==> src/hdl/nmt_consts.svh <==
// Opcode patterns, instruction field positions and reset values for the move and table slice.
`ifndef NMT_CONSTS_SVH
`define NMT_CONSTS_SVH

`define NMT_OP9_WAKE_LOW    9'h092
`define NMT_OP9_PAGE_COPY   9'h0bf
`define NMT_OP9_PIN_COPY    9'h09e
`define NMT_OP5_WR_TO_RAM   5'h0f
`define NMT_OP5_RAM_TO_WR   5'h0d
`define NMT_OP9_PTR_LOW     9'h130
`define NMT_OP9_PTR_HIGH    9'h131
`define NMT_OP9_ROM_TO_RAM  9'h132
`define NMT_OP5_ROM_TO_WR   5'h15
`define NMT_OP9_OR_ACC      9'h074

`define NMT_OP9_MSB         15
`define NMT_OP9_LSB         7
`define NMT_OP5_MSB         15
`define NMT_OP5_LSB         11
`define NMT_WR_MSB          10
`define NMT_WR_LSB          7
`define NMT_ADDR_MSB        6
`define NMT_ADDR_LSB        0

`define NMT_WAKE_DIV0       0
`define NMT_WAKE_TMR0       1
`define NMT_WAKE_PIN        2
`define NMT_WAKE_DIV1       4
`define NMT_WAKE_TMR1       5

`define NMT_NIB_RESET       4'h0
`define NMT_WAKE_RESET      8'h00
`define NMT_WR_BASE         3'h0
`define NMT_PTR_PAD         3'h0

`endif

==> src/hdl/nmt_pkg.sv <==
// Types shared by the move and table slice of the nibble core.
package nmt_pkg;
   typedef logic [3:0] nmt_nibble_type;
   typedef logic [6:0] nmt_ram_addr_type;
   typedef logic [10:0] nmt_rom_addr_type;

   typedef enum logic [1:0] {
      NMT_RUN   = 2'b01,
      NMT_TABLE = 2'b10
   } nmt_state_type;

   typedef enum logic [3:0] {
      NMT_K_IDLE, NMT_K_WAKE_LOW, NMT_K_PAGE, NMT_K_PIN, NMT_K_WR_TO_RAM,
      NMT_K_RAM_TO_WR, NMT_K_PTR_LOW, NMT_K_PTR_HIGH, NMT_K_ROM_TO_RAM,
      NMT_K_ROM_TO_WR, NMT_K_OR_ACC
   } nmt_kind_type;
endpackage

==> src/hdl/nmt_lookup_if.sv <==
// Request and answer path between the decoder and the table reader.
interface nmt_lookup_if;
   logic                      req;
   nmt_pkg::nmt_rom_addr_type addr;
   nmt_pkg::nmt_nibble_type   data;

   modport requester (output req, output addr, input data);
   modport reader    (input req, input addr, output data);
endinterface

==> src/hdl/nmt_move_table_core.sv <==
// Decode and execute logic for the move, table read and OR instructions of the nibble core.
`include "nmt_consts.svh"

// Behaviour
// - Prefix 010010010 copies wake flags 0..3 to RAM and accumulator, sets zero flag.
// - Wake flag bit 0 marks a hold exit by divider 0 overflow.
// - Wake flag bit 1 marks a hold exit by timer 0 underflow.
// - Wake flag bit 2 marks a pin-change hold exit; bit 3 reads zero.
// - Page copy opcode copies page select into RAM and accumulator, sets zero flag.
// - Prefix 010011110 copies pin change flags to RAM and accumulator, sets zero flag.
// - Each pin change flag goes to one when its pin changes level and holds until a pin copy clears it.
// - Prefix 01111 copies a working register to accumulator and RAM in one cycle.
// - Prefix 01101 copies a RAM nibble to working register and accumulator.
// - Prefix 100110000 loads a RAM nibble into the low table pointer.
// - Prefix 100110001 loads a RAM nibble into the high table pointer.
// - Prefix 100110010 reads table ROM at high*10H+low in two cycles.
// - Prefix 10101 reads table ROM at immediate*10H+accumulator into a working register.
// - Prefix 001110100 ORs RAM with accumulator into accumulator only, sets zero flag.
// - Upper wake flag bit 0 marks divider 1 overflow, bit 1 timer 1 underflow.
module nmt_move_table_core
   import nmt_pkg::*;
#(
   parameter int RAM_WORDS = 128
)
(
   // Clock and reset.
   input  wire logic                    clk,
   input  wire logic                    rst,
   // Instruction stream.
   input  wire logic                    instrValid,
   input  wire logic [15:0]             instrWord,
   output logic                         instrReady,
   output logic                         instrDone,
   // Hold exit causes and hold entry.
   input  wire logic                    holdEnter,
   input  wire logic                    wakeDiv0,
   input  wire logic                    wakeTimer0,
   input  wire logic                    wakePinChange,
   input  wire logic                    wakeDiv1,
   input  wire logic                    wakeTimer1,
   // Change-sensing port and page select.
   input  wire nmt_pkg::nmt_nibble_type changeSensePort,
   input  wire nmt_pkg::nmt_nibble_type ramPageSelect,
   // Table ROM pins.
   output nmt_pkg::nmt_rom_addr_type    romAddr,
   input  wire nmt_pkg::nmt_nibble_type romData,
   // Visible core state.
   output nmt_pkg::nmt_nibble_type      accumulator,
   output logic                         zeroResultFlag,
   output nmt_pkg::nmt_nibble_type      lookupPointerLow,
   output nmt_pkg::nmt_nibble_type      lookupPointerHigh,
   output nmt_pkg::nmt_nibble_type      pinChangeFlags,
   output logic [7:0]                   holdWakeCauseFlags,
   // RAM observation port.
   input  wire nmt_pkg::nmt_ram_addr_type ramProbeAddr,
   output nmt_pkg::nmt_nibble_type      ramProbeData
);
   import nmt_pkg::*;

   nmt_nibble_type   ram [RAM_WORDS];
   nmt_state_type    state;
   nmt_ram_addr_type tableDest;
   nmt_nibble_type   pinPrev;
   logic             pinPrimed;

   nmt_kind_type     kind;
   nmt_ram_addr_type opAddr;
   nmt_ram_addr_type wrAddr;
   nmt_nibble_type   ramRd;
   nmt_nibble_type   wrVal;
   nmt_nibble_type   wakeCauseLowNibble;
   logic             fire;
   logic             ramWe;
   nmt_ram_addr_type ramWAddr;
   nmt_nibble_type   ramWData;
   logic             accWe;
   nmt_nibble_type   accVal;
   logic             pinRead;
   nmt_nibble_type   pinChanged;

   nmt_lookup_if lkp ();

   function automatic nmt_kind_type decodeOp(input logic [15:0] w);
      logic [8:0] op9;
      logic [4:0] op5;
      op9 = w[`NMT_OP9_MSB:`NMT_OP9_LSB];
      op5 = w[`NMT_OP5_MSB:`NMT_OP5_LSB];
      if (op9 == `NMT_OP9_WAKE_LOW)        decodeOp = NMT_K_WAKE_LOW;
      else if (op9 == `NMT_OP9_PAGE_COPY)  decodeOp = NMT_K_PAGE;
      else if (op9 == `NMT_OP9_PIN_COPY)   decodeOp = NMT_K_PIN;
      else if (op5 == `NMT_OP5_WR_TO_RAM)  decodeOp = NMT_K_WR_TO_RAM;
      else if (op5 == `NMT_OP5_RAM_TO_WR)  decodeOp = NMT_K_RAM_TO_WR;
      else if (op9 == `NMT_OP9_PTR_LOW)    decodeOp = NMT_K_PTR_LOW;
      else if (op9 == `NMT_OP9_PTR_HIGH)   decodeOp = NMT_K_PTR_HIGH;
      else if (op9 == `NMT_OP9_ROM_TO_RAM) decodeOp = NMT_K_ROM_TO_RAM;
      else if (op5 == `NMT_OP5_ROM_TO_WR)  decodeOp = NMT_K_ROM_TO_WR;
      else if (op9 == `NMT_OP9_OR_ACC)     decodeOp = NMT_K_OR_ACC;
      else                                 decodeOp = NMT_K_IDLE;
   endfunction

   // Working registers are the bottom sixteen RAM nibbles.
   function automatic nmt_ram_addr_type wrToRam(input logic [3:0] idx);
      wrToRam = {`NMT_WR_BASE, idx};
   endfunction

   nmt_table_reader u_reader (
      .clk     (clk),
      .rst     (rst),
      .lkp     (lkp.reader),
      .romAddr (romAddr),
      .romData (romData)
   );

   assign kind   = decodeOp(instrWord);
   assign opAddr = instrWord[`NMT_ADDR_MSB:`NMT_ADDR_LSB];
   assign wrAddr = wrToRam(instrWord[`NMT_WR_MSB:`NMT_WR_LSB]);
   assign ramRd  = ram[opAddr];
   assign wrVal  = ram[wrAddr];
   assign wakeCauseLowNibble = holdWakeCauseFlags[3:0];
   assign instrReady = (state == NMT_RUN);
   assign fire       = instrValid && instrReady;

   // Table reads stall the stream for one extra cycle while the ROM answers.
   always_comb begin
      lkp.req   = 1'b0;
      lkp.addr  = '0;
      ramWe     = 1'b0;
      ramWAddr  = opAddr;
      ramWData  = `NMT_NIB_RESET;
      accWe     = 1'b0;
      accVal    = `NMT_NIB_RESET;
      pinRead   = 1'b0;
      if (state == NMT_TABLE) begin
         ramWe    = 1'b1;
         ramWAddr = tableDest;
         ramWData = lkp.data;
      end else if (fire) begin
         unique case (kind)
            NMT_K_WAKE_LOW: begin
               accVal = wakeCauseLowNibble;
               accWe  = 1'b1;
               ramWe  = 1'b1;
            end
            NMT_K_PAGE: begin
               accVal = ramPageSelect;
               accWe  = 1'b1;
               ramWe  = 1'b1;
            end
            NMT_K_PIN: begin
               accVal  = pinChangeFlags;
               accWe   = 1'b1;
               ramWe   = 1'b1;
               pinRead = 1'b1;
            end
            NMT_K_WR_TO_RAM: begin
               accVal = wrVal;
               accWe  = 1'b1;
               ramWe  = 1'b1;
            end
            NMT_K_RAM_TO_WR: begin
               accVal   = ramRd;
               accWe    = 1'b1;
               ramWe    = 1'b1;
               ramWAddr = wrAddr;
            end
            NMT_K_ROM_TO_RAM: begin
               lkp.req  = 1'b1;
               lkp.addr = {`NMT_PTR_PAD, lookupPointerHigh, lookupPointerLow};
            end
            NMT_K_ROM_TO_WR: begin
               lkp.req  = 1'b1;
               lkp.addr = {opAddr, accumulator};
            end
            NMT_K_OR_ACC: begin
               accVal = ramRd | accumulator;
               accWe  = 1'b1;
            end
            NMT_K_PTR_LOW, NMT_K_PTR_HIGH, NMT_K_IDLE: begin
               accWe = 1'b0;
            end
         endcase
         ramWData = accVal;
      end
   end

   always_ff @(posedge clk) begin
      if (rst) begin
         state     <= NMT_RUN;
         tableDest <= '0;
      end else begin
         unique case (state)
            NMT_RUN: begin
               if (fire && kind == NMT_K_ROM_TO_RAM) begin
                  state     <= NMT_TABLE;
                  tableDest <= opAddr;
               end else if (fire && kind == NMT_K_ROM_TO_WR) begin
                  state     <= NMT_TABLE;
                  tableDest <= wrAddr;
               end
            end
            NMT_TABLE: begin
               state <= NMT_RUN;
            end
            default: begin
               state <= NMT_RUN;
            end
         endcase
      end
   end

   // RAM has no reset; software initialises it as on the real part.
   always_ff @(posedge clk) begin
      if (ramWe) begin
         ram[ramWAddr] <= ramWData;
      end
      ramProbeData <= ram[ramProbeAddr];
   end

   always_ff @(posedge clk) begin
      if (rst) begin
         accumulator    <= `NMT_NIB_RESET;
         zeroResultFlag <= 1'b0;
      end else if (accWe) begin
         accumulator    <= accVal;
         zeroResultFlag <= (accVal == `NMT_NIB_RESET);
      end
   end

   always_ff @(posedge clk) begin
      if (rst) begin
         lookupPointerLow  <= `NMT_NIB_RESET;
         lookupPointerHigh <= `NMT_NIB_RESET;
      end else if (fire && kind == NMT_K_PTR_LOW) begin
         lookupPointerLow  <= ramRd;
      end else if (fire && kind == NMT_K_PTR_HIGH) begin
         lookupPointerHigh <= ramRd;
      end
   end

   // A cause that lands in the hold entry cycle survives: set wins over clear.
   always_ff @(posedge clk) begin
      if (rst) begin
         holdWakeCauseFlags <= `NMT_WAKE_RESET;
      end else begin
         holdWakeCauseFlags <= holdEnter ? `NMT_WAKE_RESET : holdWakeCauseFlags;
         if (wakeDiv0)      holdWakeCauseFlags[`NMT_WAKE_DIV0] <= 1'b1;
         if (wakeTimer0)    holdWakeCauseFlags[`NMT_WAKE_TMR0] <= 1'b1;
         if (wakePinChange) holdWakeCauseFlags[`NMT_WAKE_PIN]  <= 1'b1;
         if (wakeDiv1)      holdWakeCauseFlags[`NMT_WAKE_DIV1] <= 1'b1;
         if (wakeTimer1)    holdWakeCauseFlags[`NMT_WAKE_TMR1] <= 1'b1;
      end
   end

   // The first sample after reset only primes the history, so reset causes no false change.
   assign pinChanged = pinPrimed ? (changeSensePort ^ pinPrev) : `NMT_NIB_RESET;

   always_ff @(posedge clk) begin
      if (rst) begin
         pinPrev        <= `NMT_NIB_RESET;
         pinPrimed      <= 1'b0;
         pinChangeFlags <= `NMT_NIB_RESET;
      end else begin
         pinPrev        <= changeSensePort;
         pinPrimed      <= 1'b1;
         pinChangeFlags <= (pinRead ? `NMT_NIB_RESET : pinChangeFlags) | pinChanged;
      end
   end

   always_ff @(posedge clk) begin
      if (rst) begin
         instrDone <= 1'b0;
      end else begin
         instrDone <= (state == NMT_TABLE) ||
                      (fire && kind != NMT_K_ROM_TO_RAM && kind != NMT_K_ROM_TO_WR);
      end
   end
endmodule // nmt_move_table_core

==> src/hdl/nmt_table_reader.sv <==
// Look-up table ROM access: registers the address, returns the word one cycle later.
module nmt_table_reader
   import nmt_pkg::*;
(
   // Clock and reset.
   input  wire logic            clk,
   input  wire logic            rst,
   // Decoder side.
   nmt_lookup_if.reader         lkp,
   // ROM pins.
   output nmt_pkg::nmt_rom_addr_type romAddr,
   input  wire nmt_pkg::nmt_nibble_type romData
);
   // The address only moves on a request, so the ROM output stays stable between reads.
   always_ff @(posedge clk) begin
      if (rst) begin
         romAddr <= '0;
      end else if (lkp.req) begin
         romAddr <= lkp.addr;
      end
   end

   assign lkp.data = romData;
endmodule // nmt_table_reader

==> config.mk <==
export PLATFORM = sky130hd
export DESIGN_NAME = nmt_move_table_core
export DESIGN_NICKNAME = d
export VERILOG_FILES = /design/src/hdl/nmt_pkg.sv /design/src/hdl/nmt_lookup_if.sv /design/src/hdl/nmt_move_table_core.sv /design/src/hdl/nmt_table_reader.sv
export VERILOG_INCLUDE_DIRS = /design/src /design/src/hdl
export SDC_FILE = /design/constraint.sdc
export NUM_CORES = 1
export LEC_CHECK = 0
export ABC_AREA = 1
export BUFFER_PORTS_ARGS = -buffer_cell sky130_fd_sc_hd__buf_2
export CORE_MARGIN = 2
export CORE_UTILIZATION = 38
export DETAILED_ROUTE_END_ITERATION = 10
export SETUP_SLACK_MARGIN = 0.3
export SLEW_MARGIN = 40
export SYNTH_ARGS = -nofsm -noshare
export SYNTH_HDL_FRONTEND = slang
export SYNTH_SLANG_ARGS = --single-unit
==> constraint.sdc <==
create_clock -name clk -period 5.9 [get_ports clk]
set_clock_uncertainty 0.15 [all_clocks]
set_input_delay 0.59 -clock clk [delete_from_list [all_inputs] [get_ports clk]]
set_output_delay 0.59 -clock clk [all_outputs]
set_load 0.005 [all_outputs]
==> flow_summary.toml, run 1 <==
[setup_path]
regToRegSetupSlack_ns = 2.30
timing.critical_path.required_ns = 6.12
worst_setup_path_end_kind = "register"
criticalPathCategory = "in2reg"
critPathLaunch = "instrWord[0]"
crit_fanout = 88
crit_arrival_ns = 4.06
cp-start-kind = "input port"
regToRegStartpoint = "state[0]"

[global_routing]
grt.total_usage = 0.257
grt_pass1_wl_um = 151000
grt_start_max_net_pins = 101
globalRoute.totalOverflow = 0
antenna_found_initial = 1
first_global_vias = 23600

[die]
row_count = 100
die_width_um = 277
fp.dieH_um = 277
core_region_area_mm2 = 0.0742
top_level_ports = 86
start_util = 0.383
die_footprint_mm2 = 0.0769

[detailed_routing]
post_drt_wl_per_cell_um = 24.2
remaining_drc_errors = 0
drt_first_pass_iters = 6
drtIter0Drc = 3631
dr_total_vias = 25500
via_per_inst = 6.05
route.final.wire_length_um = 102000
route.antenna.remaining_nets = 0

[yosys]
synthesis.instances = 3232
synth.yosys.seq_area_share = 0.578
yosys_warnings = 0
synth_enable_flop_cells = 512
most_instantiated_library_cell_after_synthesis = "nand2_1"
yosys_most_used_dff = "edfxtp_1"
syn-mean-instance-area_um2 = 8.79
share_of_yosys_cell_area_claimed_by_the_top_area_cell_type = 0.541
yosys.area.top_type = "edfxtp_1"
post_synth_instance_area_mm2 = 0.0284
yosys_register_bits = 564
synthTopCellsByArea = "edfxtp_1 (54%), nand2_1 (9.5%), nand3_1 (8.8%)"
synth.lib_cells_used.distinct = 42
proportion_of_synthesized_flip_flops_having_asynchronous_set_or_reset = 0
netlist_top_cells_count = "nand2_1 (720), edfxtp_1 (512), nand3_1 (499)"

[sta]
max_freq_mhz = 260
final_hold_viol_count = 0
setup-tns-final_ns = 0
slew_viol_final = 0
final.min_clock_period_ns = 3.84
worst_setup_margin_ns = 2.06
timing.max_slew.rel_slack = 0.443
rsz_0062_raised_after_global_routing = "false"
total_of_endpoints_with_negative_setup_slack_in_the_final_report = 0
max_slew.worst_pin.slew_ns = 0.833
finalCritPeriodShare = 0.651

[clock_network]
clkLatencyLatePin_ns = 0.64
clock_sink_count = 564
tritoncts = "yes"
postCtsHoldBufs = 4
buffers_inserted_by_post_cts_timing_repair = 0
number_of_buffers_on_the_longest_clock_path = 3
ctsRootBufferMaster = "clkbuf_16"
post_cts_resized = 0
clk_pin_slew_worst_paths_ns = 0.06
h-tree-depth = 2
cts_made_buffers = 60

[finish]
antennaDiodeCount = 0
area_growth_syn_to_layout_pct = 11.6
nets = 3238
layout-drive-gt1-share = 0.0783
layout.core_utilization = 0.427
final_instance_count_without_filler_cells = 4212

[place]
worst_setup_slack_post_dpl_ns = 1.60
dpl.hpwl_um = 61300
gp_routability_congestion = 0.937
count_of_buffers_inserted_at_the_top_level_ports = 82
numPlacedInstances = 4097

[power]
power.density_cell_area_mw_per_mm2 = 282
vdd.ir_drop.worst_mv = 0.258
power.static_leakage_nw = 11.3

[status]
status = "completed"

[job]
reported_max_cap_violation_count = 0

[worst_hold_path]
holdCritStartpoint = "wakeTimer1"
hold_class = "in2reg"
==> layout make-up <==
class	count	area [um2]
Fill cell	7215	42500
Timing Repair Buffer	140	1070
Multi-Input combinational cell	2361	10800
Tap cell	969	1210
Clock buffer	88	1710
Inverter	67	272
Clock inverter	23	201
Sequential cell	564	16400
==> report_power, final <==
group,switching (mW),internal (mW),total (mW)
clock,1.60,2.13,3.73
sequential,0.00776,4.32,4.33
combinational,0.645,0.235,0.880
total,2.25,6.68,8.94
==> layer usage <==
metal	vias up	part of all wire	GRT usage
met1	12200	0.40	0.353
met2	1660	0.44	0.396
met5	-	0	0
li1	11300	-	-
met4	0	0.046	0.114
met3	287	0.11	0.0486
==> placed cells by master, fill, tap and decap left out, drive strengths merged <==
master and count:
nand3 501, o21a 6, edfxtp 512, a22oi 13, or2 1, clkinv 22
and3 1, conb 3, nand4 3, dlygate4sd3 4, a21boi 1, a211oi 2
o32ai 2, a21oi 42, inv 63, dfxtp 52, nand3b 2, o211ai 5
o21ai 357, clkinvlp 2, o221ai 23, buf 135, xor2 4, o22ai 152
a22o 1, clkbuf 89, nor3 4, nand2 721, nor2 501, o311ai 6
a31oi 10, bufinv 3
==> kinds of logic (layout without fill, tap and decap cells) <==
family          count (synthesis)  count (layout)  share of synthesized area
xor+xnor                        4               4                    0.00123
buf+inv                       309             318                     0.0427
other cells                     1               3                   0.000132
flops                         564             564                      0.578
compound gates                620             620                      0.124
simple gates                 1734            1734                      0.254
==> sequential cells by signal, indices dropped and copies added (netlist names), 5 cells and up <==
signal,cells
ram,512
tableDest,7
holdWakeCauseFlags,5
u_reader.romAddr,11
==> worst max-delay path: stages <==
cell and delay (ns):
clkbuf_8 0.30, inv_8 0.50, buf_4 0.39, nand2_1 0.08
nand3_1 0.07, nand3_1 0.10, nand3_1 0.12, nand2_1 0.07
nand2_1 0.05, nand3_1 0.12, nand3_1 0.26, nand3_1 0.15
nand2_1 0.12, nand2_1 0.11, nand2_4 0.43, buf_12 0.39
==> final timing paths <==
check / endpoint / cells after the start
setup / recovery: ram[53][1] / 16
hold / removal: holdWakeCauseFlags[5] / 3
setup reg to reg: ram[126][1] / 12
hold reg to reg: tableDest[6] / 2
==> through the flow <==
| stage | power, mW | cell area [um2] | hold WS [ns] |
|---|---|---|---|
| after floorplan | 4.94 | 28400 | 0.287 |
| after global placement | 5.26 | 29700 | 0.301 |
| after detailed placement | 5.26 | 29700 | 0.308 |
| after CTS | 8.94 | 31700 | 0.00783 |
| after global routing | 9.18 | 31700 | 0.0286 |
| final | 8.94 | 31700 | 0.0262 |
(Power assumes the default switching activity.)
==> run 2: changes to the inputs <==
==> constraint.sdc (replaced) <==
create_clock -name clk -period 3.14 [get_ports clk]
set_clock_uncertainty 0.15 [all_clocks]
set_input_delay 0.314 -clock clk [delete_from_list [all_inputs] [get_ports clk]]
set_output_delay 0.314 -clock clk [all_outputs]
set_load 0.005 [all_outputs]
==> run 2 against run 1 <==
Critical path depth decreased by 3. Register-to-register slack worse by 1.8 ns. Combinational power up 110%. Global-route usage grew 0.33 points. Routed wire length grew 0.61%. Cell count up 4.2%. Worst setup slack worse by 1.6 ns. Sequential power increased by 88%. Sequential share of layout area shrank 3.7 points. Flip-flop and latch count is the same.
==> flow_summary.toml, run 2 (synthesized netlist as in run 1, its figures left out) <==
[die]
fp.dieH_um = 277
start_util = 0.383
core_region_area_mm2 = 0.0742
row_count = 100
die_width_um = 277
top_level_ports = 86
die_footprint_mm2 = 0.0769

[finish]
largest_register = "ram"
final_instance_count_without_filler_cells = 4389
most_common_library_cell_in_the_layout_ignoring_fill_and_taps = "nand2_1"
layout-drive-gt1-share = 0.148
regArea_mm2 = 0.0164
nets = 3413
fin_area_mm2 = 0.0341
layout.core_utilization = 0.460
fill_cells = 6940
antennaDiodeCount = 0
area_used_by_multi_input_combinational_logic_mm2 = 0.0111
largest_reg_flops = 512
layout_top_registers = "ram x512, u_reader.romAddr x11, tableDest x7"
area_growth_syn_to_layout_pct = 20.1
commonest_cells_after_routing_fill_and_taps_aside = "nand2_1 (709), edfxtp_1 (512), nand3_1 (498), nor2_1 (414), o21ai_0 (352)"

[place]
gp_routability_congestion = 0.953
dpl.hpwl_um = 67600
numPlacedInstances = 4246
dpl-instance-area_mm2 = 0.0314
count_of_buffers_inserted_at_the_top_level_ports = 82

[sta]
setup-tns-final_ns = 0
slew_viol_final = 0
final.min_clock_period_ns = 2.65
timing.max_slew.rel_slack = 0.437
max_slew.worst_pin.slew_ns = 0.834
final_hold_viol_count = 0
finalCritPeriodShare = 0.843
max_freq_mhz = 378
total_of_endpoints_with_negative_setup_slack_in_the_final_report = 0
fin_worst_hold_slack_ns = 0.0312
rsz_0062_raised_after_global_routing = "false"

[setup_path]
cp-start-kind = "register"
timing.critical_path.cells = "nand2_1 > nand3_1 > nand3_1 > nand3_1 > nand2_1 > nand2_1 > nand3_1 > nand3_1 > nand3_1 > nand2_1 > nand2_1 > nand2_4 > buf_12"
endpoint = "ram[59][3]"
crit_arrival_ns = 2.84
crit_fanout = 48
crit_path_top_delay_cell = "edfxtp_1"
worst_setup_path_end_kind = "register"
critPathMaxStageDelay_ns = 0.40
r2r.worst_path.cells = 13
regToRegStartpoint = "ram[51][3]"
regToRegSetupSlack_ns = 0.49
crit-reg2reg-capture = "ram[59][3]"
critPathLaunch = "ram[51][3]"
criticalPathCategory = "reg2reg"
timing.critical_path.required_ns = 3.33
critical-path-top-cell-by-count = "nand3_1"

[detailed_routing]
via_per_inst = 5.93
dr_total_vias = 26000
route.antenna.remaining_nets = 0
route.final.wire_length_um = 102000
post_drt_wl_per_cell_um = 23.3
remaining_drc_errors = 0
drtIter0Drc = 3324
drt_first_pass_iters = 6

[clock_network]
h-tree-depth = 2
ctsRootBufferMaster = "clkbuf_16"
cts_made_buffers = 61
tritoncts = "yes"
clkLatencyLatePin_ns = 0.66
clk_pin_slew_worst_paths_ns = 0.06
clock_sink_count = 564
number_of_buffers_on_the_longest_clock_path = 3

[global_routing]
busiest_layer = "met2"
antenna_found_initial = 2
globalRoute.totalOverflow = 0
grt_pass1_wl_um = 154000
met1_track_demand_over_resource = 0.365
grt_start_max_net_pins = 73
global_route.usage.met3 = 0.0517
grt.total_usage = 0.260
first_global_vias = 24200
use_met2 = 0.402

[power]
vdd.ir_drop.worst_mv = 0.372
power.static_leakage_nw = 12.5
power.density_cell_area_mw_per_mm2 = 519

[worst_hold_path]
hold_class = "in2reg"

[job]
reported_max_cap_violation_count = 0

[status]
status = "completed"
run 2: layout make-up:
class                      count  area share
tap                          969      0.0355
timing repair buffer         314      0.0874
multi-input combinational   2361       0.325
sequential                   564       0.481
clock buffer                  74      0.0481
inverter                      67     0.00792
clock inverter                40      0.0150
run 2: worst max-delay path: cells and delay by family, from the launching register on:
| family | cells | cell delay [ns] |
|---|---|---|
| simple gates | 12 | 1.54 |
| buf+inv | 1 | 0.21 |
| flops | 1 | 0.40 |
run 2: through the flow:
| step | setup slack [ns] | power, mW |
|---|---|---|
| 2_1_floorplan | 0.0492 | 9.28 |
| 3_3_place_gp | -0.132 | 10.0 |
| 3_5_place_dp | -0.178 | 10.0 |
| 4_1_cts | 0.270 | 17.7 |
| 5_1_grt | 0.324 | 18.2 |
| 6_report | 0.494 | 17.7 |
run 2: routing by layer:
metal  part of all wire  vias to the layer above
met4              0.035                        2
met1               0.41                    12500
li1                   -                    11700
met5            0.00013                        -
met3               0.11                      236
met2               0.45                     1639
run 2: what timing repair did:
item | 4_1_cts | 5_1_grt
endpoints found under the hold margin | 28 | 0
setup buffers | 0 | 1
gates resized for setup | 12 | 88
pin swaps | 0 | 1
setup endpoints to repair | 47 | 512
hold buffers | 28 | 0
run 2: worst min path at each step:
stage,depth (start not counted),start,slack (ns),end
6_report,3,rst,0.03,holdWakeCauseFlags[0]
5_1_grt,3,rst,0.03,holdWakeCauseFlags[0]
4_1_cts,3,rst,0.0006,pinPrev[3]
3_5_place_dp,2,u_reader.romAddr[10],0.30,u_reader.romAddr[10]
3_3_place_gp,2,u_reader.romAddr[10],0.30,u_reader.romAddr[10]
2_1_floorplan,1,rst,0.25,state[1]
run 2: where the power goes:
part           internal (mW)  switching (mW)  total (mW)  leakage (nW)
clock                   4.62            3.11        7.72          1.04
combinational          0.599            1.25        1.85          6.11
sequential              8.12          0.0207        8.14          5.35
